--- config.mk ---
export PLATFORM = sky130hd
export DESIGN_NAME = amrr_regs
export DESIGN_NICKNAME = d
export VERILOG_FILES = /design/src/include/amrr_pkg.sv /design/src/design/amrr_regs.sv /design/src/design/amrr_reg_cell.sv
export SDC_FILE = /design/constraint.sdc
export NUM_CORES = 1
export LEC_CHECK = 0
export BUFFER_PORTS_ARGS = -buffer_cell sky130_fd_sc_hd__buf_2
export CAP_MARGIN = 20
export CORE_MARGIN = 5
export CORE_UTILIZATION = 53
export CTS_CLUSTER_DIAMETER = 50
export DETAILED_ROUTE_END_ITERATION = 10
export GPL_TIMING_DRIVEN = 1
export MAX_ROUTING_LAYER = met4
export PLACE_DENSITY = 0.86
export SKIP_LAST_GASP = 1
export SYNTH_ARGS = -nofsm -noshare
export SYNTH_HDL_FRONTEND = slang
export SYNTH_SLANG_ARGS = --single-unit
--- constraint.sdc ---
create_clock -name SYS_CLK -period 2.3 [get_ports SYS_CLK]
set_input_delay 0 -clock SYS_CLK [delete_from_list [all_inputs] [get_ports SYS_CLK]]
set_output_delay 0 -clock SYS_CLK [all_outputs]
set_load 0.01 [all_outputs]
--- src/include/amrr_pkg.sv ---
// Package: offsets, field positions and reset values of the analog route registers
`default_nettype none
package amrr_pkg;

  // ==========================================================================
  // Register indices; the bus byte address is the index times four, since registers are word aligned
  localparam logic [7:0] ADDR_BITS          = 8'h08;
  localparam logic [7:0] IDX_LINEOUT_ATTEN  = 8'h09;
  localparam logic [7:0] IDX_LINEOUT_CTRL   = 8'h04;
  localparam logic [7:0] IDX_HP_ROUTING     = 8'h0D;
  localparam logic [7:0] IDX_HP_LEVEL       = 8'h0E;
  localparam logic [7:0] IDX_LINE_ROUTING   = 8'h0F;
  localparam logic [7:0] IDX_PAIR_AVERAGE   = 8'h10;
  localparam logic [7:0] IDX_DIFF_ROUTING   = 8'h11;
  localparam logic [7:0] IDX_MONO_ROUTING   = 8'h12;
  localparam logic [7:0] IDX_MONO_LEVEL     = 8'h13;

  // ==========================================================================
  // Writable masks; zero bits are fixed zero positions
  localparam logic [7:0] MASK_LINEOUT_ATTEN = 8'h0F;
  localparam logic [7:0] MASK_LINEOUT_CTRL  = 8'h20;
  localparam logic [7:0] MASK_FULL          = 8'hFF;
  localparam logic [7:0] MASK_HP_LEVEL      = 8'h7F;
  localparam logic [7:0] MASK_PAIR_AVERAGE  = 8'h3F;
  localparam logic [7:0] MASK_DIFF_ROUTING  = 8'h07;
  localparam logic [7:0] MASK_MONO_LEVEL    = 8'h7F;

  // ==========================================================================
  // Reset values
  localparam logic [7:0] RST_LINEOUT_ATTEN  = 8'h00;
  localparam logic [7:0] RST_LINEOUT_CTRL   = 8'h20;
  localparam logic [7:0] RST_ZERO           = 8'h00;
  localparam logic [7:0] RST_MONO_LEVEL     = 8'h10;

  // ==========================================================================
  // Field positions
  localparam int LINEOUT_SILENCE_POS   = 5;
  localparam int HP_SILENCE_POS        = 5;
  localparam int HP_PULLDOWN_POS       = 6;
  localparam int DIFF_ENABLE_POS       = 0;
  localparam int DIFF_TO_HP_POS        = 1;
  localparam int DIFF_TO_MONO_POS      = 2;
  localparam int MONO_SILENCE_POS      = 4;
  localparam int MONO_GAIN_POS         = 5;
  localparam int MONO_POWER_POS        = 6;

  // Register bank size
  localparam int NUM_REGS              = 9;

endpackage : amrr_pkg
`default_nettype wire

--- src/design/amrr_regs.sv ---
// Module: APB register bank for analog mixer routing, mute and level controls
`default_nettype none
module amrr_regs
  import amrr_pkg::*;
(
  input  wire  logic        SYS_CLK,
  input  wire  logic        NRST,
  input  wire  logic        PSEL,
  input  wire  logic        PENABLE,
  input  wire  logic        PWRITE,
  input  wire  logic [7:0]  PADDR,
  input  wire  logic [31:0] PWDATA,
  input  wire  logic [3:0]  PSTRB,
  output logic        [31:0] PRDATA,
  output logic               PREADY,
  output logic               PSLVERR,
  input  wire  logic        POWER_DOWN_PIN_N,
  output logic        [3:0] LINEOUT_VOLUME_CODE,
  output logic              LINEOUT_SILENCE,
  output logic        [7:0] HP_ROUTING,
  output logic        [4:0] HEADPHONE_ATTEN_CODE,
  output logic              HEADPHONE_SILENCE,
  output logic              HEADPHONE_WEAK_PULLDOWN,
  output logic        [7:0] LINE_ROUTING,
  output logic        [2:0] PAIR_AVG_TO_HEADPHONE,
  output logic        [2:0] PAIR_AVG_TO_LINEOUT,
  output logic              DIFF_INPUT_ENABLE,
  output logic              DIFF_TO_LINEOUT,
  output logic              DIFF_TO_HEADPHONE,
  output logic              DIFF_TO_MONO,
  output logic              INPUT_ONE_AS_DIFF,
  output logic        [7:0] MONO_ROUTING,
  output logic        [3:0] MONO_ATTEN_CODE,
  output logic              MONO_SILENCE,
  output logic              MONO_DAC_GAIN_SEL,
  output logic              MONO_OUTPUT_POWER,
  output logic              MONO_OUTPUT_PIN_HIZ
);

  // ==========================================================================
  // Pin synchroniser for the power-down pin
  logic pdn_meta_q;   // First stage, read only by second stage
  logic pdn_sync_q;   // Second stage, safe to use
  logic restore;      // Power-down active

  // Two-flop crossing; pin is asynchronous to SYS_CLK
  always_ff @(posedge SYS_CLK or negedge NRST)
  begin
    if (!NRST)
    begin
      pdn_meta_q <= 1'b0;
      pdn_sync_q <= 1'b0;
    end
    else
    begin
      pdn_meta_q <= POWER_DOWN_PIN_N;
      pdn_sync_q <= pdn_meta_q;
    end
  end

  assign restore = !pdn_sync_q;

  // ==========================================================================
  // Address decode
  // Index = byte address / 4; misaligned or unknown addresses error
  function automatic logic [NUM_REGS-1:0] decode(input logic [7:0] addr);
    logic [NUM_REGS-1:0] hit;
    hit = '0;
    if (addr[1:0] == 2'b00)
    begin
      unique case ({2'b00, addr[7:2]})
        IDX_LINEOUT_CTRL:  hit[0] = 1'b1;
        IDX_LINEOUT_ATTEN: hit[1] = 1'b1;
        IDX_HP_ROUTING:    hit[2] = 1'b1;
        IDX_HP_LEVEL:      hit[3] = 1'b1;
        IDX_LINE_ROUTING:  hit[4] = 1'b1;
        IDX_PAIR_AVERAGE:  hit[5] = 1'b1;
        IDX_DIFF_ROUTING:  hit[6] = 1'b1;
        IDX_MONO_ROUTING:  hit[7] = 1'b1;
        IDX_MONO_LEVEL:    hit[8] = 1'b1;
        default:           hit = '0;
      endcase
    end
    return hit;
  endfunction : decode

  logic [NUM_REGS-1:0] sel;        // One-hot register select
  logic                access;     // Access phase of a transfer
  logic                wr_any;     // Accepted write, low lane enabled
  logic [7:0]          regv [NUM_REGS]; // Register contents

  assign sel    = decode(PADDR);
  assign access = PSEL && PENABLE;
  // Only byte lane 0 holds data; writes ignored during power-down
  assign wr_any = access && PWRITE && PSTRB[0] && !restore;

  // Zero wait states: answer in the first access cycle
  assign PREADY  = 1'b1;
  assign PSLVERR = access && (sel == '0);

  // ==========================================================================
  // Register cells
  localparam logic [7:0] RST_TAB  [NUM_REGS] = '{RST_LINEOUT_CTRL, RST_LINEOUT_ATTEN, RST_ZERO,
                                                 RST_ZERO, RST_ZERO, RST_ZERO, RST_ZERO,
                                                 RST_ZERO, RST_MONO_LEVEL};
  localparam logic [7:0] MASK_TAB [NUM_REGS] = '{MASK_LINEOUT_CTRL, MASK_LINEOUT_ATTEN, MASK_FULL,
                                                 MASK_HP_LEVEL, MASK_FULL, MASK_PAIR_AVERAGE,
                                                 MASK_DIFF_ROUTING, MASK_FULL, MASK_MONO_LEVEL};

  // Each cell keeps defaults through reset and power-down
  for (genvar i = 0; i < NUM_REGS; i++)
  begin : g_cell
    amrr_reg_cell #(
      .RESET_VALUE (RST_TAB[i]),
      .WRITE_MASK  (MASK_TAB[i])
    ) u_cell (
      .clk     (SYS_CLK),
      .rst_n   (NRST),
      .restore (restore),
      .wr_en   (wr_any && sel[i]),
      .wr_data (PWDATA[7:0]),
      .value   (regv[i])
    );
  end

  // ==========================================================================
  // Read data register; upper bits always zero
  logic [31:0] prdata_q; // Captured read data
  logic [7:0]  rd_mux;   // Selected register

  always_comb
  begin
    rd_mux = 8'h00;
    for (int k = 0; k < NUM_REGS; k++)
    begin
      if (sel[k])
      begin
        rd_mux = rd_mux | regv[k];
      end
    end
  end

  // Data is launched in setup so it stands valid in the access cycle
  always_ff @(posedge SYS_CLK or negedge NRST)
  begin
    if (!NRST)
    begin
      prdata_q <= 32'h0000_0000;
    end
    else if (PSEL && !PENABLE && !PWRITE)
    begin
      prdata_q <= {24'h00_0000, rd_mux};
    end
  end

  assign PRDATA = prdata_q;

  // ==========================================================================
  // Effective controls from register flops
  logic [7:0] lo_ctrl;  // Lineout silence register
  logic [7:0] lo_att;   // Lineout volume register
  logic [7:0] hp_lvl;   // Headphone level register
  logic [7:0] pavg;     // Pair average register
  logic [7:0] diff;     // Differential routing register
  logic [7:0] mlvl;     // Mono level register

  assign lo_ctrl = regv[0];
  assign lo_att  = regv[1];
  assign hp_lvl  = regv[3];
  assign pavg    = regv[5];
  assign diff    = regv[6];
  assign mlvl    = regv[8];

  assign LINEOUT_SILENCE = lo_ctrl[LINEOUT_SILENCE_POS];
  // Muted path forces the volume code to zero so the analog side sees silence
  assign LINEOUT_VOLUME_CODE = LINEOUT_SILENCE ? 4'h0 : lo_att[3:0];

  assign HP_ROUTING = regv[2];
  assign HEADPHONE_SILENCE = hp_lvl[HP_SILENCE_POS];
  assign HEADPHONE_ATTEN_CODE = HEADPHONE_SILENCE ? 5'h00 : hp_lvl[4:0];
  assign HEADPHONE_WEAK_PULLDOWN = hp_lvl[HP_PULLDOWN_POS];

  assign LINE_ROUTING = regv[4];
  // Even bits feed the headphone average, odd bits the lineout
  assign PAIR_AVG_TO_HEADPHONE = {pavg[4], pavg[2], pavg[0]};
  assign PAIR_AVG_TO_LINEOUT   = {pavg[5], pavg[3], pavg[1]};

  assign DIFF_INPUT_ENABLE = diff[DIFF_ENABLE_POS];
  assign DIFF_TO_LINEOUT   = DIFF_INPUT_ENABLE;
  assign INPUT_ONE_AS_DIFF = DIFF_INPUT_ENABLE;
  assign DIFF_TO_HEADPHONE = DIFF_INPUT_ENABLE && diff[DIFF_TO_HP_POS];
  assign DIFF_TO_MONO      = DIFF_INPUT_ENABLE && diff[DIFF_TO_MONO_POS];

  assign MONO_ROUTING = regv[7];
  assign MONO_SILENCE = mlvl[MONO_SILENCE_POS];
  assign MONO_ATTEN_CODE = MONO_SILENCE ? 4'h0 : mlvl[3:0];
  assign MONO_DAC_GAIN_SEL = mlvl[MONO_GAIN_POS];
  assign MONO_OUTPUT_POWER = mlvl[MONO_POWER_POS] && !restore;
  assign MONO_OUTPUT_PIN_HIZ = !MONO_OUTPUT_POWER;

endmodule : amrr_regs
`default_nettype wire

--- src/design/amrr_reg_cell.sv ---
// Module: one 8-bit register cell with write mask and power-down restore
`default_nettype none
module amrr_reg_cell
  import amrr_pkg::*;
#(
  parameter logic [7:0] RESET_VALUE = 8'h00,
  parameter logic [7:0] WRITE_MASK  = 8'hFF
)
(
  input  wire  logic       clk,
  input  wire  logic       rst_n,
  input  wire  logic       restore,
  input  wire  logic       wr_en,
  input  wire  logic [7:0] wr_data,
  output logic       [7:0] value
);

  // ==========================================================================
  // Storage
  logic [7:0] value_q; // Held contents

  // Write merges only maskable bits; fixed bits stay zero
  always_ff @(posedge clk or negedge rst_n)
  begin
    if (!rst_n)
    begin
      value_q <= RESET_VALUE;
    end
    else if (restore)
    begin
      // Power-down pin restores default every cycle it is low
      value_q <= RESET_VALUE;
    end
    else if (wr_en)
    begin
      value_q <= wr_data & WRITE_MASK;
    end
  end

  assign value = value_q;

endmodule : amrr_reg_cell
`default_nettype wire

==> impl_results.md <==
* Outcome: finished clean
* Most frequent cells after synthesis: dfrtp_1, mux2i_1, nor2_1, buf_4
* Top cells by area, synth: dfrtp_1, mux2i_1, buf_4
* Synth unique cells at 46
* Minimum clock period at 1.70 ns
* Global-route wire length before repair at 15100 um
* Leak Pwr at 2.44 nW
* Worst-Skew Late Latency at 0.35 ns
* Routed vias/inst at 5.74
* Final hold vios at 0
* ANT nets after route at 0
* Synth Flop Type: dfrtp_1
* Register area share after synthesis at 0.440
* CP Class: flop to flop
* Mapped Cells at 340
* Worst path cell trace: nand4_2 > mux2i_1 > nor2_1
* Layout Skew at 0.0124 ns
* P per Cell Area at 586 nW/um^2
* Die Area at 8400 um^2
* Max Fclk at 0.588 GHz
* Setup crit end kind: flop
* Crit-path max cell delay at 0.70 ns
* Top-count cell post-synth: dfrtp_1
* Width of the die at 91.7 um
* Final core area utilization at 0.650
* GRT Util Overall at 0.238
* CP max-delay cell: dfrtp_1
* Routed WL per cell at 18.7 um
* Total gr overflow at 0
* Slew of the pin with the lowest slew margin at 0.563 ns
* Avg Cell Area, Syn at 10.4 um^2
* WP data required at 2.53 ns
* Share of flip-flops with an asynchronous set or reset at 1.00
* CTS H-tree depth at 3
* HPWL Detailed at 6760 um
* Post-Syn Area at 3530 um^2
* Port Buffers at 86
* Pin count of the biggest net entering global routing at 35
* N_diodes at 0
* Setup TNS at 0 ns
* Post-synth EDFFs at 0
* Worst IR Drop VDD at 516 uV
* CORE AREA at 6420 um^2
* 1st-pass router iterations at 5
* CTS Sinks at 62
* P&R area growth vs syn at 18.2%
* RD Place Congestion at 0.941
* Number of antenna violations at the first check in global routing at 0
* I/O Pins at 139
* Maxcap violations at 0
* Share of layout cells above drive strength 1 at 0.317
* DR iter-0 viols at 229
* RSZ-0062 raised after global routing: no
* Nets@finish at 474
* Std cell rows at 29
* Max transition margin at 0.625
* Worst path arrival time at 1.93 ns
* Worst hold path type: input port to flop
* Fillers at 535
* Max Slew Vio Count at 0
* Vias in the first global route at 2818
* Setup violators final at 0
* Total CTS buffers at 9
* Starting Density at 0.550
* Max clock buf depth at 2
* Worst-path fanout max at 13
* Die Ht at 91.7 um
* Synth warnings at 0
* Period utilization at 0.739
* Top-area cell type share of the netlist area at 0.425
* Routed vias at 2906
* CTS tree: yes
* Root buf cell: clkbuf_8
* CP Launch Type: flop
* Worst-path clk slew at 0.07 ns
* WL final at 9470 um
* Largest area contributor in the netlist: dfrtp_1
* FF+latch count, synth at 62
* Place WS at 0.393 ns
* Setup ws final at 0.600 ns
* DRC at 0
==> what timing repair did <==
action	CTS	global route
hold buffers	4	0
endpoints found under the hold margin	70	0
setup buffers	0	0
gates resized for setup	0	0
==> stage by stage <==
step	total power, mW	cells	hold slack (ns)	area (um^2)
after detailed placement	1.36	486	0.0368	3900
final	2.45	506	0.0163	4180
after floorplan	1.29	363	-0.296	3620
after global placement	1.35	486	0.0307	3900
after CTS	2.46	506	0.00670	4180
after global routing	2.53	506	0.0242	4180
==> metal layers <==
metal | routed length (um) | up-vias | global-route usage
met5 | 0 | - | -
met4 | 183 | 0 | 0.0515
met3 | 885 | 21 | 0.0786
met2 | 4490 | 133 | 0.376
met1 | 3910 | 1432 | 0.301
li1 | - | 1320 | -
==> kinds of logic after synthesis <==
| family | share of synthesized area |
|---|---|
| and+or+nand+nor | 0.214 |
| AOI/OAI and AO/OA | 0.0743 |
| muxes | 0.182 |
| other | 0.00212 |
| DFF | 0.440 |
| buffers and inverters | 0.0874 |
==> cell type report <==
| cell class | instances | area [um^2] | share of cell area |
|---|---|---|---|
| well taps | 77 | 96.3 | 0.0231 |
| inverters | 4 | 15.0 | 0.00359 |
| repair buffers | 96 | 515 | 0.123 |
| flip-flops and latches | 62 | 1550 | 0.372 |
| clock inverters | 5 | 81.3 | 0.0195 |
| clock buffers | 11 | 151 | 0.0362 |
| multi-input cells | 251 | 1760 | 0.422 |
==> report_power, final <==
group / leakage, nW / switching, mW / internal (mW)
Clock: 0.116 / 0.438 / 0.668
Combinational: 1.49 / 0.152 / 0.0696
Sequential: 0.843 / 0.0134 / 1.11
==> flip-flops by register name (all words and copies together), names as in the netlist <==
register,flops
pdn_meta_q,1
pdn_sync_q,1
g_cell.u_cell.value,52
PRDATA,8
==> critical path: cells and delay by family (launching register included) <==
kind | cells | cell delay [ns]
flops | 1 | 0.70
simple gates | 2 | 0.57
mux | 1 | 0.31
==> final timing paths <==
check	start	endpoint	slack (ns)	depth (start not counted)
worst max-delay path	pdn_sync_q	g_cell[2].u_cell.value[4]	0.60	3
worst min-delay path	PWDATA[4]	g_cell[7].u_cell.value[4]	0.02	3
worst max register to register	pdn_sync_q	g_cell[2].u_cell.value[4]	0.60	3
worst min register to register	pdn_meta_q	pdn_sync_q	0.36	0
max in group asynchronous	NRST	g_cell[0].u_cell.value[5]	1.71	3
min in group asynchronous	NRST	g_cell[4].u_cell.value[3]	0.19	3
==> cell usage in the layout (no fill, tap or decap), drive strengths merged, types with 2 or more instances in the layout <==
cell / netlist / layout
a21oi: 9 / 9
nand4: 7 / 7
nand2: 13 / 13
dfstp: 2 / 2
a22oi: 2 / 2
a2bb2oi: 3 / 3
dlygate4sd3: 0 / 4
o22a: 2 / 2
a22o: 4 / 4
and4bb: 4 / 4
nor2b: 16 / 16
nor4b: 4 / 4
conb: 2 / 25
and2: 4 / 4
nor3b: 2 / 2
clkbuf: 10 / 11
nor2: 52 / 52
dfrtp: 60 / 60
o21ai: 9 / 9
a31oi: 3 / 3
mux2: 7 / 7
nand3: 16 / 16
clkinv: 0 / 2
mux4: 2 / 2
mux2i: 52 / 52
inv: 4 / 4
bufinv: 0 / 2
buf: 36 / 92
nor3: 2 / 2
Note: power is estimated with default switching activity, not from simulation.
